[config.mk]
export PLATFORM = sky130hd
export DESIGN_NAME = dit_terminal_functions
export DESIGN_NICKNAME = d
export VERILOG_FILES = /design/src/rtl/dit_terminal_functions.v
export VERILOG_INCLUDE_DIRS = /design/src /design/src/rtl
export SDC_FILE = /design/constraint.sdc
export NUM_CORES = 1
export LEC_CHECK = 0
export ABC_AREA = 0
export BUFFER_PORTS_ARGS = -buffer_cell sky130_fd_sc_hd__buf_4
export CAP_MARGIN = 10
export CORE_MARGIN = 5
export CORE_UTILIZATION = 55
export CTS_CLUSTER_DIAMETER = 60
export DETAILED_ROUTE_END_ITERATION = 7
export PLACE_DENSITY = 0.79
export SYNTH_ARGS = -nofsm -noshare
export SYNTH_HDL_FRONTEND = slang
export SYNTH_SLANG_ARGS = --single-unit
[constraint.sdc]
create_clock -name clk -period 5.3 [get_ports clk]
set_input_delay 0.53 -clock clk [delete_from_list [all_inputs] [get_ports clk]]
set_output_delay 0.53 -clock clk [all_outputs]
set_load 0.02 [all_outputs]
[src/rtl/dit_defines.vh]
`ifndef DIT_DEFINES_VH
`define DIT_DEFINES_VH

// register byte offsets
`define DIT_OFF_CTRL 12'h000
`define DIT_OFF_STATUS 12'h004
`define DIT_OFF_COUNT 12'h008
`define DIT_OFF_SEL_BASE 12'h010
`define DIT_SEL_STRIDE 12'h004

// control register fields
`define DIT_CTRL_GAIN_LSB 0
`define DIT_CTRL_GAIN_MSB 1
`define DIT_CTRL_STOP_LSB 2
`define DIT_CTRL_STOP_MSB 3
`define DIT_CTRL_UPDN_BIT 4
`define DIT_CTRL_RESET 32'h00000000

// terminal function codes
`define DIT_FN_WIDTH 6
`define DIT_FN_NONE 6'h00
`define DIT_FN_PLC_PAUSE 6'h12
`define DIT_FN_PLC_STOP 6'h13
`define DIT_FN_PID_PAUSE 6'h14
`define DIT_FN_PID_GAIN 6'h15
`define DIT_FN_CNT_TRIG 6'h16
`define DIT_FN_CNT_CLR 6'h17
`define DIT_FN_LEN_CLR 6'h18
`define DIT_FN_RAMP_HOLD 6'h19
`define DIT_FN_DC_BRAKE 6'h1A
`define DIT_FN_UPDN_CLR 6'h1B

// setting values that enable a function
`define DIT_GAIN_BY_TERMINAL 2'h1
`define DIT_STOP_DEC_DC 2'h2

// status register fields
`define DIT_ST_PLC_PAUSE 0
`define DIT_ST_PLC_STOP 1
`define DIT_ST_PID_HOLD 2
`define DIT_ST_GAIN_SECOND 3
`define DIT_ST_LEN_CLR 4
`define DIT_ST_RAMP_HOLD 5
`define DIT_ST_DC_BRAKE 6
`define DIT_ST_UPDN_CLR 7
`define DIT_ST_CNT_CLR 8
`define DIT_ST_CNT_TRIG 9

`endif

[src/rtl/dit_terminal_functions.v]
`include "dit_defines.vh"
`timescale 1ns/100ps
`default_nettype none

module dit_terminal_functions #(
    parameter NUM_TERM = 8,
    parameter CNT_WIDTH = 16
) (
    input wire clk, // 250 MHz system clock
    input wire sys_rst, // synchronous reset, active high
    input wire psel, // apb select
    input wire penable, // apb access phase
    input wire pwrite, // apb direction, high for write
    input wire [11:0] paddr, // apb byte address
    input wire [31:0] pwdata, // apb write data
    output reg [31:0] prdata, // apb read data
    output reg pready, // apb ready
    output reg pslverr, // apb error on unmapped address
    input wire [NUM_TERM-1:0] term_in, // raw terminal levels, high = closed
    input wire jog_active, // core is in jog operation
    input wire stop_cmd, // core has a stop command pending
    output reg plc_pause, // suspend program, zero frequency
    output reg plc_step_freeze, // stop advancing program step timer
    output reg plc_start_block, // program not allowed to start
    output reg plc_decel_stop, // decelerate and stop running program
    output reg plc_reset, // return program to initial state
    output reg pid_hold, // hold frequency, no pid regulation
    output reg pid_gain_second, // high selects second pid gain set
    output reg length_clear, // hold actual length at zero
    output reg ramp_hold, // keep current speed, ignore speed changes
    output reg dc_brake_now, // apply dc braking at once
    output reg updown_clear, // clear up/down accumulated frequency
    output reg [CNT_WIDTH-1:0] count_value // built-in counter, for nonvolatile save
);

    // per-terminal function codes side by side, one slice per terminal
    wire [NUM_TERM*`DIT_FN_WIDTH-1:0] sel_flat;
    // synchronisers and control state
    reg [NUM_TERM-1:0] term_meta;
    reg [NUM_TERM-1:0] term_sync;
    reg [31:0] ctrl;
    reg trig_prev;

    wire [1:0] pid_gain_switch_condition;
    wire [1:0] stop_mode_select;
    wire terminal_increment_decrement_frequency;

    wire [NUM_TERM-1:0] hit_plc_pause;
    wire [NUM_TERM-1:0] hit_plc_stop;
    wire [NUM_TERM-1:0] hit_pid_pause;
    wire [NUM_TERM-1:0] hit_pid_gain;
    wire [NUM_TERM-1:0] hit_cnt_trig;
    wire [NUM_TERM-1:0] hit_cnt_clr;
    wire [NUM_TERM-1:0] hit_len_clr;
    wire [NUM_TERM-1:0] hit_ramp;
    wire [NUM_TERM-1:0] hit_brake;
    wire [NUM_TERM-1:0] hit_updn;

    wire fn_plc_pause;
    wire fn_plc_stop;
    wire fn_pid_pause;
    wire fn_pid_gain;
    wire fn_cnt_trig;
    wire fn_cnt_clr;
    wire fn_len_clr;
    wire fn_ramp;
    wire fn_brake;
    wire fn_updn;

    wire apb_access;
    wire apb_write;
    // address decode
    wire at_ctrl;
    wire at_status;
    wire at_count;
    wire [31:0] status_word;
    wire sel_hit;
    wire [11:0] sel_rel;
    wire [9:0] sel_idx_full;
    wire addr_ok;

    reg [31:0] next_prdata;
    reg next_pslverr;
    reg [CNT_WIDTH-1:0] next_count;

    // next values of the function outputs, one per output flop
    reg next_plc_pause;
    reg next_plc_step_freeze;
    reg next_plc_start_block;
    reg next_plc_decel_stop;
    reg next_plc_reset;
    reg next_pid_hold;
    reg next_pid_gain_second;
    reg next_length_clear;
    reg next_ramp_hold;
    reg next_dc_brake_now;
    reg next_updown_clear;

    // setting qualifiers and counter events
    wire gain_by_terminal;
    wire brake_mode_ok;
    wire updn_source;
    wire cnt_rise;
    wire cnt_load;

    integer k;

    assign pid_gain_switch_condition = ctrl[`DIT_CTRL_GAIN_MSB:`DIT_CTRL_GAIN_LSB];
    assign stop_mode_select = ctrl[`DIT_CTRL_STOP_MSB:`DIT_CTRL_STOP_LSB];
    assign terminal_increment_decrement_frequency = ctrl[`DIT_CTRL_UPDN_BIT];

    // other condition and stop-mode values leave the terminal without effect
    assign gain_by_terminal = (pid_gain_switch_condition == `DIT_GAIN_BY_TERMINAL);
    assign brake_mode_ok = (stop_mode_select == `DIT_STOP_DEC_DC);
    assign updn_source = terminal_increment_decrement_frequency;

    // two-flop synchronisers, contacts are asynchronous to clk
    // bounce is not filtered: a bouncing trigger contact counts every bounce,
    // so the contact side must be clean or debounced
    always @(posedge clk) begin
        if (sys_rst) begin
            term_meta <= {NUM_TERM{1'b0}};
            term_sync <= {NUM_TERM{1'b0}};
        end else begin
            term_meta <= term_in;
            term_sync <= term_meta;
        end
    end

    // decode: a function is active if any terminal assigned to it is closed
    // several terminals may carry the same code; any closed one makes it active
    genvar g;
    generate
        for (g = 0; g < NUM_TERM; g = g + 1) begin : g_term
            wire [`DIT_FN_WIDTH-1:0] code;
            assign code = sel_flat[g*`DIT_FN_WIDTH +: `DIT_FN_WIDTH];
            assign hit_plc_pause[g] = term_sync[g] && (code == `DIT_FN_PLC_PAUSE);
            assign hit_plc_stop[g] = term_sync[g] && (code == `DIT_FN_PLC_STOP);
            assign hit_pid_pause[g] = term_sync[g] && (code == `DIT_FN_PID_PAUSE);
            assign hit_pid_gain[g] = term_sync[g] && (code == `DIT_FN_PID_GAIN);
            assign hit_cnt_trig[g] = term_sync[g] && (code == `DIT_FN_CNT_TRIG);
            assign hit_cnt_clr[g] = term_sync[g] && (code == `DIT_FN_CNT_CLR);
            assign hit_len_clr[g] = term_sync[g] && (code == `DIT_FN_LEN_CLR);
            assign hit_ramp[g] = term_sync[g] && (code == `DIT_FN_RAMP_HOLD);
            assign hit_brake[g] = term_sync[g] && (code == `DIT_FN_DC_BRAKE);
            assign hit_updn[g] = term_sync[g] && (code == `DIT_FN_UPDN_CLR);
        end
    endgenerate

    // function levels, or of every matching terminal
    assign fn_plc_pause = |hit_plc_pause;
    assign fn_plc_stop = |hit_plc_stop;
    assign fn_pid_pause = |hit_pid_pause;
    assign fn_pid_gain = |hit_pid_gain;
    assign fn_cnt_trig = |hit_cnt_trig;
    assign fn_cnt_clr = |hit_cnt_clr;
    assign fn_len_clr = |hit_len_clr;
    assign fn_ramp = |hit_ramp;
    assign fn_brake = |hit_brake;
    assign fn_updn = |hit_updn;

    // apb decode; one wait state so every bus output comes from a flop
    // pready itself masks the answer cycle, so a held access is not taken twice
    assign apb_access = psel && penable && !pready;
    assign apb_write = psel && penable && pready && pwrite && !pslverr;
    assign at_ctrl = (paddr == `DIT_OFF_CTRL);
    assign at_status = (paddr == `DIT_OFF_STATUS);
    assign at_count = (paddr == `DIT_OFF_COUNT);
    assign sel_rel = paddr - `DIT_OFF_SEL_BASE;
    assign sel_idx_full = sel_rel[11:2];
    assign sel_hit = (paddr >= `DIT_OFF_SEL_BASE) && (sel_idx_full < NUM_TERM)
        && (paddr[1:0] == 2'h0);
    assign addr_ok = at_ctrl || at_status || at_count || sel_hit;

    // status word, read only; upper bits read zero
    // the counter functions show their raw level, not a derived output
    assign status_word[31:10] = 22'h0;
    assign status_word[`DIT_ST_PLC_PAUSE] = plc_pause;
    assign status_word[`DIT_ST_PLC_STOP] = plc_reset;
    assign status_word[`DIT_ST_PID_HOLD] = pid_hold;
    assign status_word[`DIT_ST_GAIN_SECOND] = pid_gain_second;
    assign status_word[`DIT_ST_LEN_CLR] = length_clear;
    assign status_word[`DIT_ST_RAMP_HOLD] = ramp_hold;
    assign status_word[`DIT_ST_DC_BRAKE] = dc_brake_now;
    assign status_word[`DIT_ST_UPDN_CLR] = updown_clear;
    assign status_word[`DIT_ST_CNT_CLR] = fn_cnt_clr;
    assign status_word[`DIT_ST_CNT_TRIG] = fn_cnt_trig;

    // read mux, registered into prdata at the wait-state edge
    always @* begin
        next_prdata = 32'h00000000;
        next_pslverr = !addr_ok;
        if (at_ctrl) begin
            next_prdata = {27'h0, ctrl[4:0]};
        end else if (at_status) begin
            next_prdata = status_word;
        end else if (at_count) begin
            next_prdata[CNT_WIDTH-1:0] = count_value;
        end else if (sel_hit) begin
            for (k = 0; k < NUM_TERM; k = k + 1) begin
                if (sel_idx_full == k[9:0]) begin
                    next_prdata[`DIT_FN_WIDTH-1:0] = sel_flat[k*`DIT_FN_WIDTH +: `DIT_FN_WIDTH];
                end
            end
        end
    end

    // bus handshake: pready rises in the second access cycle
    always @(posedge clk) begin
        if (sys_rst) begin
            pready <= 1'b0;
            pslverr <= 1'b0;
            prdata <= 32'h00000000;
        end else begin
            pready <= apb_access;
            pslverr <= apb_access && next_pslverr;
            prdata <= (apb_access && !pwrite) ? next_prdata : 32'h00000000;
        end
    end

    // control register, written only at the completing edge
    always @(posedge clk) begin
        if (sys_rst) begin
            ctrl <= `DIT_CTRL_RESET;
        end else if (apb_write && (paddr == `DIT_OFF_CTRL)) begin
            // upper bits are not kept and read back as zero
            ctrl <= {27'h0, pwdata[4:0]};
        end
    end

    // function selection per terminal; each slice has its own register, one driver
    // reset leaves every terminal without function
    generate
        for (g = 0; g < NUM_TERM; g = g + 1) begin : g_sel
            reg [`DIT_FN_WIDTH-1:0] code_q;
            always @(posedge clk) begin
                if (sys_rst) begin
                    code_q <= `DIT_FN_NONE;
                end else if (apb_write && sel_hit && (sel_idx_full == g)) begin
                    code_q <= pwdata[`DIT_FN_WIDTH-1:0];
                end
            end
            assign sel_flat[g*`DIT_FN_WIDTH +: `DIT_FN_WIDTH] = code_q;
        end
    endgenerate

    // counter edge detector reads the second sync stage only
    always @(posedge clk) begin
        if (sys_rst) begin
            trig_prev <= 1'b0;
        end else begin
            trig_prev <= fn_cnt_trig;
        end
    end

    // counter events; a load is software putting back the count it saved
    assign cnt_rise = fn_cnt_trig && !trig_prev;
    assign cnt_load = apb_write && at_count;

    // counter next value: clear beats restore beats count
    // clear is a level, so loads and pulses while it is held are lost
    always @* begin
        next_count = count_value;
        if (fn_cnt_clr) begin
            next_count = {CNT_WIDTH{1'b0}};
        end else if (cnt_load) begin
            next_count = pwdata[CNT_WIDTH-1:0];
        end else if (cnt_rise) begin
            next_count = count_value + {{(CNT_WIDTH-1){1'b0}}, 1'b1};
        end
    end

    // synchronised edges at 250 MHz follow pulse rates far beyond 200 Hz;
    // power-fail keep is by software saving count_value and writing it back
    always @(posedge clk) begin
        if (sys_rst) begin
            count_value <= {CNT_WIDTH{1'b0}};
        end else begin
            count_value <= next_count;
        end
    end

    // function outputs, next values; all levels, so release needs no command
    // each output lands three edges after its pin moves: two sync flops, one here
    always @* begin
        next_plc_pause = fn_plc_pause;
        next_plc_step_freeze = fn_plc_pause;
        next_plc_start_block = fn_plc_stop;
        next_plc_decel_stop = fn_plc_stop;
        next_plc_reset = fn_plc_stop;
        next_pid_hold = fn_pid_pause;
        // other condition values keep the first gain set
        next_pid_gain_second = gain_by_terminal && fn_pid_gain;
        next_length_clear = fn_len_clr;
        // stop must still get through, and jog is never frozen
        next_ramp_hold = fn_ramp && !stop_cmd && !jog_active;
        next_dc_brake_now = fn_brake && brake_mode_ok;
        next_updown_clear = fn_updn && updn_source;
    end

    // output flops, so every function output comes straight from a register
    always @(posedge clk) begin
        if (sys_rst) begin
            plc_pause <= 1'b0;
            plc_step_freeze <= 1'b0;
            plc_start_block <= 1'b0;
            plc_decel_stop <= 1'b0;
            plc_reset <= 1'b0;
            pid_hold <= 1'b0;
            pid_gain_second <= 1'b0;
            length_clear <= 1'b0;
            ramp_hold <= 1'b0;
            dc_brake_now <= 1'b0;
            updown_clear <= 1'b0;
        end else begin
            plc_pause <= next_plc_pause;
            plc_step_freeze <= next_plc_step_freeze;
            plc_start_block <= next_plc_start_block;
            plc_decel_stop <= next_plc_decel_stop;
            plc_reset <= next_plc_reset;
            pid_hold <= next_pid_hold;
            pid_gain_second <= next_pid_gain_second;
            length_clear <= next_length_clear;
            ramp_hold <= next_ramp_hold;
            dc_brake_now <= next_dc_brake_now;
            updown_clear <= next_updown_clear;
        end
    end

endmodule // dit_terminal_functions

`default_nettype wire

=== Word level (Yosys, flattened, before mapping) ===
Index checks and enable logic that the tools add are counted.

* Flip-flop bits (word level): 128
* Latch bits: 0
* Bits in writable memories: 0
* Memory bits (read-only): 0
* Output and inout port bits: 61
* Memories kept: 0

* Add/subtract/negate cells: 2
* Multiply operators: 0
* Div/mod/pow operators: 0
* Magnitude comparators: 2
* Equal/unequal tests: 91
* Shift-type cells: 0
* Multiplexer cells: 15
* Bitwise logic cells: 2
* Reductions and logical operators: 134

{| class="wikitable"
|+ Operators with widths
! cell !! count
|-
| 6-bit by 5-bit == test with 1-bit output (second input constant) || 80
|-
| 1-bit logical AND || 106
|-
| 8-bit OR reduction || 10
|-
| 6-bit 2-to-1 mux || 10
|-
| 10-bit by 3-bit == test with 1-bit output (second input constant) || 4
|-
| 16-bit 2-to-1 mux || 2
|-
| 10-bit by 2-bit == test with 1-bit output (second input constant) || 2
|-
| 16-bit by 1-bit adder with 16-bit output (second input constant) || 1
|-
| 12-bit by 3-bit == test with 1-bit output (second input constant) || 1
|-
| 12-bit by 4-bit == test with 1-bit output (second input constant) || 1
|-
| 12-bit by 5-bit greater-or-equal comparator with 1-bit output (second input constant) || 1
|-
| 12-bit zero test || 1
|-
| 12-bit by 5-bit subtractor with 12-bit output (second input constant) || 1
|-
| 10-bit by 1-bit == test with 1-bit output (second input constant) || 1
|-
| 10-bit zero test || 1
|-
| 10-bit by 4-bit < comparator with 1-bit output (second input constant) || 1
|-
| 10-bit 2-to-1 mux || 1
|-
| 9-bit OR reduction || 1
|-
| 1-bit zero test || 7
|-
| 5-bit 2-to-1 mux || 1
|-
| 5-bit OR reduction || 1
|-
| 4-bit 2-to-1 mux || 1
|-
| 1-bit logical OR || 3
|-
| 3-bit OR reduction || 1
|-
| 6 further kinds || 7
|}

=== Depth between registers and ports, before layout ===
* Word-level depth: 14
* Gate-level depth with buffers: 10
* Mapped depth without buffers: 8

=== Least setup slack after synthesis ===
Ideal clock, no wire load.

* Path type: input to register
* Start point: in paddr[5]
* End point: reg g_sel[6].code_q[0]
* Library setup time: 0.128 ns
* Arrival: 2.369 ns
* Slack: 2.803 ns
* Stages on the path: 10
* Path buffers: 2
* Cells stage by stage: inv_1 -> ha_1 -> clkbuf_1 -> inv_1 -> o2111ai_2 -> nand3_4 -> or4_1 -> buf_2 -> mux2i_1 -> nor2_1

* Longest elaborated chain between the ends: 6
* Elaborated cells between the ends (all ways): 8

{| class="wikitable"
|+ Ends and longest elaborated chain
! item !! line !! source
|-
| from (decl) || dit_terminal_functions.v:14 || <nowiki>input wire [11:0] paddr,</nowiki>
|-
| 12-bit by 5-bit subtractor with 12-bit output (no line) || - ||
|-
| 10-bit by 4-bit < comparator with 1-bit output || dit_terminal_functions.v:171 || <nowiki>assign sel_hit = (paddr >= `DIT_OFF_SEL_BASE) && (sel_idx_full < NUM_TERM)</nowiki>
|-
| 1-bit logical AND (2 in series) || dit_terminal_functions.v:171 ||
|-
| 1-bit logical AND || dit_terminal_functions.v:239 || <nowiki>end else if (apb_write && sel_hit && (sel_idx_full == g)) begin</nowiki>
|-
| 1-bit logical AND * || dit_terminal_functions.v:239 ||
|-
| to (signal assigned) || dit_terminal_functions.v:238 || <nowiki>code_q <= `DIT_FN_NONE;</nowiki>
|-
| to (signal assigned) || dit_terminal_functions.v:240 || <nowiki>code_q <= pwdata[`DIT_FN_WIDTH-1:0];</nowiki>
|-
| to (decl) || dit_terminal_functions.v:235 || <nowiki>reg [`DIT_FN_WIDTH-1:0] code_q;</nowiki>
|}

Mark *: on every way between the ends. The rest lies on a longest branch, timed or not.
A chain may end at the register's enable or synchronous reset.

=== Worst setup path in the final report ===
* Start point: in paddr[3]
* End point: reg count_value[0]

* Longest elaborated chain between the ends: 3
* Elaborated cells between the ends (all ways): 4

{| class="wikitable"
|+ Ends and longest elaborated chain
! item !! line !! source
|-
| 12-bit by 4-bit == test with 1-bit output (no line) * || - ||
|-
| 1-bit logical AND * || dit_terminal_functions.v:258 || <nowiki>assign cnt_load = apb_write && at_count;</nowiki>
|-
| 16-bit 2-to-1 mux or 2-bit nonzero test (tied branches) || - ||
|-
| to (signal assigned) || dit_terminal_functions.v:277 || <nowiki>count_value <= {CNT_WIDTH{1'b0}};</nowiki>
|-
| to (signal assigned) || dit_terminal_functions.v:279 || <nowiki>count_value <= next_count;</nowiki>
|-
| to (decl) || dit_terminal_functions.v:33 || <nowiki>output reg [CNT_WIDTH-1:0] count_value</nowiki>
|}

Marks and branches as above.

==> out/results.ini <==
[worst_setup_path]
crit_path_end_kind = flop
arrival_ns = 3.04
worst-r2r-cell-count = 6
worstPathCellList = buf_4 > nor2b_1 > or3b_1 > nor2_1 > a211oi_1
max_stage_delay_ns = 0.91
critical_path_peak_fanout = 37
startpoint_type = input port
required_ns = 5.49
startpoint = paddr[3]
r2r_slack_ns = 2.64
timing.rr.end = count_value[3]
crit_slowest_cell = nor2b_1
r2r_start = g_sel[5].code_q[3]
crit_type = in -> reg

[floorplanning]
ios = 120
die_y_um = 116
dieArea_um2 = 13500
core_um2 = 10900
dieWidth_um = 116
rows = 38
start_util_pct = 56.8

[cts]
insertion_delay_ns = 0.35
clockBufferDepth = 2
cts_tree = yes
numCtsBuffers = 9
cts_resized = 0
path_clk_slew_ns = 0.08
root_buffer = clkbuf_16
h-tree-depth = 3
cts.sinks = 112
hold_buffers = 0
post-cts-setup-buffer-count = 0

[global_routing]
overflow = 0
grt_max_degree = 82
grt_pass1_vias = 5234
track_usage_pct = 27.9
antenna_found_initial = 0
grt_pass1_wl_mm = 29.0

[drt]
routedWlPerCell_um = 21.2
drt_iter0_drc = 586
routed_via_density = 6.31
wl_met3_mm = 1.60
met1Wirelength_mm = 7.89
highest_layer = met4
drt_pass1_iterations = 5
drc_errors = 0
vias = 5676
antenna_left = 0
wl_met2_mm = 9.04
wl_mm = 19.1

[power]
power.density_nw_per_um2 = 237
p_leak_nw = 2.68
irDropWorstVdd_mv = 0.155

[cells_and_area]
diodes = 0
finalInstanceArea_um2 = 7010
drive_gt1_share_pct = 18.1
fin_nets = 818
syn_to_final_growth_pct = 12.9

[placed_design]
placed_cell_area_um2 = 6710
dp_hpwl_mm = 14.1
place.gp.congestion = 0.978
portBuffers = 87

[yosys]
synth_edf_count = 0
ys_ff_latch = 112
synthTopCellsByArea = dfxtp_1, mux2i_1, nor2_1
ys_seq_area_share_pct = 36.1
synth_top_cell_area_share_pct = 36.1
ys_warn_count = 0
yosysTopAreaCell = dfxtp_1
postSynthCellCount = 705
syn_avg_cell_area_um2 = 8.80
yosys_most_used_dff = dfxtp_1
syn_area_um2 = 6210
synth.distinct_cells = 76
async_flop_share_pct = 0

[min_path]
hp-class = in -> reg
hold_start = stop_cmd
holdPathEnd = ramp_hold
min_path_cells = 2

[sta]
hold_viol_final = 0
skew_ns = 0.0115
tightestPinTransition_ns = 1.17
setup_viol = 0
max_freq_mhz = 351
finalCritPeriodShare_pct = 53.8
drv_slew = 0
max_slew_margin_pct = 21.0
fin_crit_ns = 2.85
tns_ns = 0
grt_setup_unrepaired = no

[run]
cap_violations = 0

[run_status]
status = complete, no violations

report_power, final:
part	total [W]	internal, W	switching (W)
sequential	0.000850	0.000847	0.00000313
clock	0.000699	0.000371	0.000328
combinational	0.000115	0.0000401	0.0000753
total	0.00166	0.00126	0.000406
cells in the mapped netlist, types with 5 or more instances:
| cell type | count |
|---|---|
| nor4_1 | 14 |
| or2_2 | 6 |
| nand4_1 | 9 |
| nand4b_1 | 6 |
| nor3_1 | 21 |
| ha_1 | 5 |
| o21ai_0 | 14 |
| and3_1 | 9 |
| a21oi_1 | 22 |
| mux2i_1 | 55 |
| a211oi_1 | 18 |
| o22ai_1 | 9 |
| nand2_1 | 39 |
| dfxtp_1 | 112 |
| nor2_1 | 95 |
| a22oi_1 | 6 |
| clkbuf_1 | 18 |
| nand3b_1 | 9 |
| nor3b_1 | 10 |
| or3_1 | 7 |
| nor4b_1 | 6 |
| nand3_1 | 12 |
| xnor2_1 | 10 |
| nand2b_1 | 19 |
| nor2b_1 | 26 |
| o211ai_1 | 6 |
| buf_6 | 9 |
| buf_4 | 20 |
| inv_1 | 13 |
| a311oi_1 | 6 |
| buf_1 | 5 |
| buf_2 | 13 |
how the worst max path moves through the flow:
stage	to	slack, ns	cells after the start
floorplan	g_sel[6].code_q[0]	2.80	10
global placement	count_value[13]	2.24	5
detailed placement	count_value[4]	2.15	5
CTS	count_value[4]	2.54	5
global route	count_value[15]	2.32	5
finish	count_value[0]	2.45	5
metrics by stage:
stage | total power [W] | util (%) | hold WS (ns) | cells | setup slack [ns]
after CTS | 0.00167 | 64.1 | 0.325 | 899 | 2.54
final | 0.00166 | 64.1 | 0.331 | 899 | 2.45
after global placement | 0.000980 | 61.3 | 0.419 | 883 | 2.24
after global routing | 0.00172 | 64.1 | 0.336 | 899 | 2.32
after floorplan | 0.000949 | - | 0.414 | 720 | 2.80
after detailed placement | 0.000983 | 61.3 | 0.426 | 883 | 2.15
cells in the final DEF, fill, tap and decap left out, types with 18 or more instances in the layout:
cell      netlist  layout
buf_4          20      89
dfxtp_1       112     112
a21oi_1        22      22
nor2_1         95      95
mux2i_1        55      55
a211oi_1       18      18
nand2_1        39      39
nor3_1         21      21
nor2b_1        26      26
nand2b_1       19      19
per-layer routing:
layer	vias up	global-route usage, %
li1	2624	-
met2	287	46.8
met5	-	0
met3	41	3.78
met4	0	9.51
met1	2724	37.0
registers in the layout, summed over array words and instances (netlist names):
name	cells
length_clear	1
pready	1
g_sel.code_q	48
pslverr	1
prdata	16
count_value	16
ramp_hold	1
pid_hold	1
term_meta	8
dc_brake_now	1
updown_clear	1
plc_step_freeze	1
plc_reset	1
pid_gain_second	1
term_sync	8
trig_prev	1
ctrl	5
critical path: cells and delay by family:
kind                   cells  cell delay, ns
and+or+nand+nor            3            2.03
AOI/OAI and AO/OA          1            0.07
buffers and inverters      1            0.38
cell type report:
| type | instances | area, um^2 |
|---|---|---|
| Multi-Input combinational cell | 529 | 3570 |
| Tap cell | 140 | 175 |
| Sequential cell | 112 | 2240 |
| Inverter | 13 | 48.8 |
| Clock buffer | 9 | 225 |
| Fill cell | 941 | 3930 |
| Clock inverter | 7 | 77.6 |
| Timing Repair Buffer | 89 | 668 |
logic make-up (layout without fill, tap and decap cells):
logic type | after synthesis | after routing | synth area share (%)
buffers and inverters | 79 | 118 | 7.42
DFF | 112 | 112 | 36.1
adders and majority gates | 5 | 5 | 1.01
muxes | 61 | 61 | 10.7
AOI/OAI and AO/OA | 121 | 121 | 14.3
other | 1 | 16 | 0.0604
and+or+nand+nor | 316 | 316 | 29.0
xor gates and xnor gates | 10 | 10 | 1.41
No activity file was read; power rests on OpenSTA's default activity.
